===== config.mk =====
export PLATFORM = sky130hd
export DESIGN_NAME = erd_mode_decoder
export DESIGN_NICKNAME = d
export VERILOG_FILES = /design/src/shared/erd_pkg.sv /design/src/rtl/erd_tick_timer.sv /design/src/rtl/erd_mode_decoder.sv
export SDC_FILE = /design/constraint.sdc
export NUM_CORES = 1
export LEC_CHECK = 0
export ABC_AREA = 1
export BUFFER_PORTS_ARGS = -buffer_cell sky130_fd_sc_hd__buf_2
export CAP_MARGIN = 30
export CELL_PAD_IN_SITES_DETAIL_PLACEMENT = 0
export CELL_PAD_IN_SITES_GLOBAL_PLACEMENT = 1
export CORE_ASPECT_RATIO = 2
export CORE_MARGIN = 1
export CORE_UTILIZATION = 35
export CTS_CLUSTER_DIAMETER = 100
export DETAILED_ROUTE_END_ITERATION = 8
export GPL_TIMING_DRIVEN = 0
export PLACE_DENSITY_LB_ADDON = 0.1
export SLEW_MARGIN = 10
export SYNTH_ARGS = -nofsm -noshare
export SYNTH_HDL_FRONTEND = slang
export SYNTH_HIERARCHICAL = 1
export SYNTH_SLANG_ARGS = --single-unit
export TNS_END_PERCENT = 10

===== constraint.sdc =====
create_clock -name clk -period 1.8 [get_ports clk]
set_clock_uncertainty 0.05 [all_clocks]
set_input_delay 0.27 -clock clk [delete_from_list [all_inputs] [get_ports clk]]
set_output_delay 0.27 -clock clk [all_outputs]
set_load 0.03 [all_outputs]

===== src/shared/erd_pkg.sv =====
// What this block does
// - 0000: retries, then correction, silent
// - 0001: retries, no correction, silent
// - 0100: retries, correction, report recovered
// - 0101: retries, no correction, report
// - 0110: retries, correction, report, stop
// - 0111: retries, no correction, report, stop
// - 1000: correction first, silent
// - 1100: correction first, report
// - 1110: correction first, report, stop
// - page two: code 02h, length 0Ah
// - inactivity limit counts 100 us units
// - accept limits 1 through 650
// - zero limit means stay connected forever
// - byte two bits three to zero
// - continuous read disables retries and correction
`default_nettype none
package erd_pkg;
  // ---------------------------------------------------------------
  // page layout
  // ---------------------------------------------------------------
  localparam logic [5:0] ERD_PAGE_RECOVERY = 6'h01;
  localparam logic [5:0] ERD_PAGE_DISCON = 6'h02;
  localparam logic [7:0] ERD_DISCON_LEN = 8'h0a;
  localparam int ERD_BIT_CONT_READ = 4;
  localparam int ERD_BIT_EARLY = 3;
  localparam int ERD_BIT_POST = 2;
  localparam int ERD_BIT_STOP = 1;
  localparam int ERD_BIT_NOCORR = 0;
  localparam logic [15:0] ERD_LIMIT_MAX = 16'h028a;
  localparam logic [15:0] ERD_LIMIT_NONE = 16'h0000;
  // ---------------------------------------------------------------
  // timing
  // ---------------------------------------------------------------
  localparam int ERD_CLK_MHZ = 100;
  localparam int ERD_TICK_US = 100;
  localparam int ERD_TICK_CYCLES = ERD_TICK_US * ERD_CLK_MHZ;
  localparam logic [13:0] ERD_TICK_LAST = 14'(ERD_TICK_CYCLES - 1);
  // ---------------------------------------------------------------
  // recovery policy
  // ---------------------------------------------------------------
  typedef enum logic [3:0] {
    ERD_M_RETRY_CORR,
    ERD_M_NO_CORR,
    ERD_M_REPORT,
    ERD_M_REPORT_NOCORR,
    ERD_M_REPORT_STOP,
    ERD_M_REPORT_NOCORR_STOP,
    ERD_M_EARLY,
    ERD_M_EARLY_REPORT,
    ERD_M_EARLY_REPORT_STOP,
    ERD_M_CONTINUOUS,
    ERD_M_INVALID
  } erd_mode_e;
endpackage : erd_pkg
`default_nettype wire


===== src/rtl/erd_tick_timer.sv =====
`timescale 1ns/100ps
`default_nettype none
module erd_tick_timer
  import erd_pkg::*;
(
  // clock and reset
  input wire logic clk,
  input wire logic rst_n,
  // control
  input wire logic restart,
  // output
  output logic tick
);
  logic [13:0] cnt_q;
  logic [13:0] cnt_d;
  logic wrap;
  // ---------------------------------------------------------------
  // 100 us prescaler
  // ---------------------------------------------------------------
  // 100 us ticks
  assign wrap = (cnt_q == ERD_TICK_LAST);
  assign cnt_d = (restart || wrap) ? 14'h0000 : cnt_q + 14'h0001;
  always_ff @(posedge clk) begin
    if (!rst_n) begin
      cnt_q <= 14'h0000;
      tick <= 1'b0;
    end else begin
      cnt_q <= cnt_d;
      tick <= wrap && !restart;
    end
  end
endmodule : erd_tick_timer
`default_nettype wire


===== src/rtl/erd_mode_decoder.sv =====
`timescale 1ns/100ps
`default_nettype none
module erd_mode_decoder
  import erd_pkg::*;
(
  // clock and reset
  input wire logic clk,
  input wire logic rst_n,
  // recovery page byte two
  input wire logic recovery_load,
  input wire logic [7:0] recovery_ctrl,
  // disconnect page
  input wire logic discon_load,
  input wire logic [5:0] discon_page_code,
  input wire logic [7:0] discon_page_len,
  input wire logic [7:0] buffer_full_ratio,
  input wire logic [7:0] buffer_empty_ratio,
  input wire logic [15:0] bus_inactivity_limit,
  input wire logic [15:0] disconnect_time_limit,
  input wire logic [15:0] connect_time_limit,
  // bus state
  input wire logic bus_connected,
  input wire logic bus_activity,
  // policy
  output logic retries_enabled,
  output logic correction_enabled,
  output logic correct_before_retry,
  output logic report_recovered,
  output logic stop_on_error,
  output logic mode_invalid,
  output logic [3:0] mode_code,
  // disconnect page status
  output logic discon_page_error,
  output logic [15:0] inactivity_limit,
  output logic disconnect_request
);
  // ---------------------------------------------------------------
  // recovery bit decode
  // ---------------------------------------------------------------
  logic [3:0] bits_q;
  logic cont_q;
  logic [3:0] bits_in;
  logic cont_in;
  erd_mode_e mode;
  assign bits_in = {recovery_ctrl[ERD_BIT_EARLY], recovery_ctrl[ERD_BIT_POST],
                    recovery_ctrl[ERD_BIT_STOP], recovery_ctrl[ERD_BIT_NOCORR]};
  assign cont_in = recovery_ctrl[ERD_BIT_CONT_READ];

  always_ff @(posedge clk) begin
    if (!rst_n) begin
      bits_q <= 4'h0;
      cont_q <= 1'b0;
    end else if (recovery_load) begin
      bits_q <= bits_in;
      cont_q <= cont_in;
    end
  end

  always_comb begin
    mode = ERD_M_INVALID;
    if (cont_q) begin
      mode = ERD_M_CONTINUOUS;
    end else begin
      unique case (bits_q)
        4'h0: mode = ERD_M_RETRY_CORR;
        4'h1: mode = ERD_M_NO_CORR;
        4'h4: mode = ERD_M_REPORT;
        4'h5: mode = ERD_M_REPORT_NOCORR;
        4'h6: mode = ERD_M_REPORT_STOP;
        4'h7: mode = ERD_M_REPORT_NOCORR_STOP;
        4'h8: mode = ERD_M_EARLY;
        4'hc: mode = ERD_M_EARLY_REPORT;
        4'he: mode = ERD_M_EARLY_REPORT_STOP;
        default: mode = ERD_M_INVALID;
      endcase
    end
  end

  logic pol_retry, pol_corr, pol_early, pol_report, pol_stop;
  assign pol_retry = (mode != ERD_M_CONTINUOUS) && (mode != ERD_M_INVALID);
  assign pol_corr = (mode == ERD_M_RETRY_CORR) || (mode == ERD_M_REPORT) ||
                    (mode == ERD_M_REPORT_STOP) || (mode == ERD_M_EARLY) ||
                    (mode == ERD_M_EARLY_REPORT) || (mode == ERD_M_EARLY_REPORT_STOP);
  assign pol_early = (mode == ERD_M_EARLY) || (mode == ERD_M_EARLY_REPORT) ||
                     (mode == ERD_M_EARLY_REPORT_STOP);
  assign pol_report = (mode == ERD_M_REPORT) || (mode == ERD_M_REPORT_NOCORR) ||
                      (mode == ERD_M_REPORT_STOP) || (mode == ERD_M_REPORT_NOCORR_STOP) ||
                      (mode == ERD_M_EARLY_REPORT) || (mode == ERD_M_EARLY_REPORT_STOP);
  assign pol_stop = (mode == ERD_M_REPORT_STOP) || (mode == ERD_M_REPORT_NOCORR_STOP) ||
                    (mode == ERD_M_EARLY_REPORT_STOP);

  always_ff @(posedge clk) begin
    if (!rst_n) begin
      retries_enabled <= 1'b1;
      correction_enabled <= 1'b1;
      correct_before_retry <= 1'b0;
      report_recovered <= 1'b0;
      stop_on_error <= 1'b0;
      mode_invalid <= 1'b0;
      mode_code <= 4'h0;
    end else begin
      retries_enabled <= pol_retry;
      correction_enabled <= pol_corr;
      correct_before_retry <= pol_early;
      report_recovered <= pol_report;
      stop_on_error <= pol_stop;
      mode_invalid <= (mode == ERD_M_INVALID);
      mode_code <= mode;
    end
  end

  // ---------------------------------------------------------------
  // disconnect page check
  // ---------------------------------------------------------------
  logic hdr_bad, fields_bad, limit_bad;
  assign hdr_bad = (discon_page_code != ERD_PAGE_DISCON) || (discon_page_len != ERD_DISCON_LEN);
  assign fields_bad = (buffer_full_ratio != 8'h00) || (buffer_empty_ratio != 8'h00) ||
                      (disconnect_time_limit != 16'h0000) || (connect_time_limit != 16'h0000);
  assign limit_bad = bus_inactivity_limit > ERD_LIMIT_MAX;

  always_ff @(posedge clk) begin
    if (!rst_n) begin
      discon_page_error <= 1'b0;
      inactivity_limit <= ERD_LIMIT_NONE;
    end else if (discon_load) begin
      discon_page_error <= hdr_bad || fields_bad || limit_bad;
      if (!hdr_bad && !limit_bad) begin
        inactivity_limit <= bus_inactivity_limit;
      end
    end
  end

  // ---------------------------------------------------------------
  // inactivity watchdog
  // ---------------------------------------------------------------
  logic restart, tick;
  logic [15:0] idle_q;
  logic [15:0] idle_d;
  logic limit_hit;
  assign restart = bus_activity || !bus_connected;

  erd_tick_timer u_tick (
    .clk(clk),
    .rst_n(rst_n),
    .restart(restart),
    .tick(tick)
  );

  assign limit_hit = (inactivity_limit != ERD_LIMIT_NONE) && (idle_q >= inactivity_limit);
  assign idle_d = restart ? 16'h0000 : ((tick && !limit_hit) ? idle_q + 16'h0001 : idle_q);

  always_ff @(posedge clk) begin
    if (!rst_n) begin
      idle_q <= 16'h0000;
      disconnect_request <= 1'b0;
    end else begin
      idle_q <= idle_d;
      disconnect_request <= limit_hit && !restart;
    end
  end
endmodule : erd_mode_decoder
`default_nettype wire


==> summary.md <==
| Metric | Value |
|---|---|
| Status | `finished clean` |
| Hold Path Class | `in2reg` |
| Met3 routed WL | `about 430 um` |
| FF-to-FF path depth | `12` |
| Final min period | `between 1.5 and 2 ns` |
| CTS Buffer Depth | `2` |
| First-pass GRT wire length | `roughly 17,000 um` |
| Hold Path Sink | `cont_q` |
| Area added between synthesis and finish | `39.8%` |
| Number of core rows | `51` |
| Vias | `approximately 3,700` |
| Post-DP HPWL | `8430 um` |
| FILL cells | `1,022` |
| Antenna violations before repair | `0` |
| Drt initial violations | `128` |
| EDFF count, synth | `0` |
| Share of cells above drive strength 1 | `a little over a third` |
| Worst Path Required | `about 2.0 ns` |
| M1 WL | `3750 um` |
| GPL Wtd Cong | `around 0.84` |
| Yosys warning count | `6` |
| Clk sink count | `~70` |
| Relative slew slack | `a little over three fifths` |
| Cell accounting for the most synthesized area | `dfxtp_1` |
| Leakage | `between 0.002 and 0.0025 uW` |
| Cts hold-fix bufs | `0` |
| Uppermost layer routed | `met4` |
| WP data arrival | `1.93 ns` |
| Worst min-delay path startpoint | `recovery_ctrl[4]` |
| Post-Route WL | `about 11,000 um` |
| Vias in the first global route | `about 3,700` |
| Share of the synthesized area in the top cell type | `38.0%` |
| Part of the cycle the worst path needs | `99.2%` |
| Root buffer cell | `clkbuf_16` |
| Setup crit start kind | `flop` |
| Maximum clock frequency | `approximately 0.56 GHz` |
| Core Area | `9830 um2` |
| Final slew viol count | `0` |
| # diodes | `0` |
| Async SR Flop Fraction | `0%` |
| Worst-Skew Late Latency | `0.33 ns` |
| I/O Buffers | `about 120` |
| Post-Syn Area | `between 3000 and 4000 um2` |
| Crit path launch | `inactivity_limit[10]` |
| Reg2reg end | `idle_q[9]` |
| Hold Crit Depth | `3` |
| # DRC | `0` |
| Largest net degree at the start of global routing | `13` |
| Max cap viols | `0` |
| DRT Pass-1 Iters | `4` |
| Tot GR Track Use | `about a fifth` |
| Core occupancy in the finished layout | `51.0%` |
| Clock transition at path regs | `about 0.060 ns` |
| I/O Pins | `120` |
| Final worst slack | `between 0.01 and 0.015 ns` |
| Endpoints failing setup | `0` |
| Top cells by area, synth | `dfxtp_1 (38%), nand2_1 (11%), inv_1 (7.7%), ha_1 (7.0%), nor2_1 (6.8%)` |
| Post-synth cell types | `35` |
| Post-route ant nets | `0` |
| Peak supply drop | `between 0.0004 and 0.0005 V` |
| Count leader, synth | `nand2_1` |
| Post-synthesis cell count | `a little over 500` |
| CTS buffer count | `9` |
| Remaining Overflow, GRT | `0` |
| Unrepaired setup endpoints after global routing | `true` |
| PD cells | `around 750 nW/um2` |
| Pre-CTS setup slack | `-0.150 ns` |
| Overall power | `~3800 uW` |
| CTS tree | `yes` |
| Syn Area/Cell | `roughly 7.1 um2` |
| Die footprint | `10,700 um2` |
| Initial core utilization | `36.5%` |
| Final Hold Violating Endpoints | `0` |
| Die H | `about 150 um` |
| Via density per instance | `~4.8` |
| Slew @ Worst Pin | `roughly 0.55 ns` |
| Final nets | `761` |
| Flops & latches, synth | `between 60 and 70` |
| Crit path max fanout | `6` |
| Setup slack, reg-to-reg | `about 0.014 ns` |
| Main flop type after synthesis | `dfxtp_1` |
| Crit Path Category | `reg2reg` |
| R2R Path Start | `inactivity_limit[10]` |
| Post-synth top cells | `nand2_1 (102), inv_1 (74), dfxtp_1 (68), nor2_1 (65)` |
| Routed wire per std cell | `13.6 um` |
| Syn nets | `620` |
| # H-tree levels | `3` |
| WHS | `between 0.1 and 0.15 ns` |
| Length of routed met2 wiring | `between 5000 and 6000 um` |
| CP endpoint kind | `flop` |
| Sequential share of the synthesized area | `38.0%` |
| Die width | `~74 um` |
==> state kept, by name, indices dropped and copies added (netlist names), 4 cells and up, named ones only <==
| register | cells |
|---|---|
| mode_code | 4 |
| bits_q | 4 |
| inactivity_limit | 16 |
| idle_q | 16 |
| u_tick/cnt_q | 14 |
==> power by group <==
group | internal [uW] | leakage [uW] | switching (uW)
registers | 1540 | 0.000565 | 18.3
clock network | 1250 | 0.000155 | 658
logic | 125 | 0.00144 | 176
==> repair_timing <==
action | in CTS | in global routing
resized for setup | 39 | 22
setup endpoints to repair | 17 | 16
gates cloned | 2 | 0
buffers inserted | 10 | 2
pin swaps | 18 | 9
==> logic make-up (layout without fill, tap and decap cells) <==
group,count (synthesis),count (layout),synth area share (%)
XOR/XNOR,6,6,1.47
AND/OR/NAND/NOR,266,266,34.5
AO/OA/AOI/OAI,61,61,9.14
buffers and inverters,87,233,9.91
flip-flops,68,68,38.0
adder cells (fa/ha/maj),20,20,6.98
==> layer usage <==
layer	vias to the layer above	track usage [%]
met5	-	0
met4	0	12.4
met3	34	5.00
met2	96	38.4
met1	1673	19.8
li1	1941	-
==> how the worst max path moves through the flow <==
stage / endpoint / slack [ns] / depth (start not counted)
floorplan: idle_q[9] / 0.002 / 15
global placement: idle_q[6] / -0.13 / 14
detailed placement: idle_q[6] / -0.15 / 14
CTS: idle_q[9] / 0.001 / 14
global route: idle_q[9] / -0.12 / 12
finish: idle_q[9] / 0.01 / 12
==> stage by stage <==
step	cells	setup TNS (ns)	area [um2]
floorplan	508	0	3600
global placement	756	-1.78	4350
detailed placement	756	-1.95	4350
CTS	784	0	4930
global route	786	-1.43	5010
finish	786	0	5010
==> critical path: stages (launching register included) <==
cell and delay, ns:
dfxtp_4 0.36, inv_1 0.04, ha_1 0.29, nand4_1 0.11, nor3_2 0.21, nand2_1 0.10
nand2_2 0.08, nand2_4 0.09, buf_6 0.14, nand2_2 0.04, nand2_1 0.04, nand2_1 0.05
nor2_1 0.04
==> layout make-up <==
| cell class | count | area [um2] | share of cell area, % |
|---|---|---|---|
| plain buffers | 11 | 78.8 | 1.57 |
| flip-flops and latches | 68 | 1400 | 27.9 |
| inverters | 76 | 288 | 5.74 |
| clock buffers | 10 | 239 | 4.77 |
| well taps | 132 | 165 | 3.29 |
| clock inverters | 6 | 86.3 | 1.72 |
| repair buffers | 130 | 697 | 13.9 |
| multi-input cells | 353 | 2060 | 41.1 |
==> layout by cell type, fill, tap and decap left out, types with 4 or more instances in the layout <==
cell,n
buf_2,119
nand2_1,95
inv_1,67
nor2_1,63
dfxtp_1,46
nand3_1,36
a21oi_1,30
dfxtp_2,17
nand4_1,15
nor4_1,15
o21ai_0,14
buf_4,12
nor3_1,11
nand2_2,11
a21oi_2,10
ha_1,10
ha_4,9
clkbuf_16,9
inv_2,7
nor2_4,5
dfxtp_4,5
nand3_2,4
buf_6,4
No activity file was read; power rests on OpenSTA's default activity.
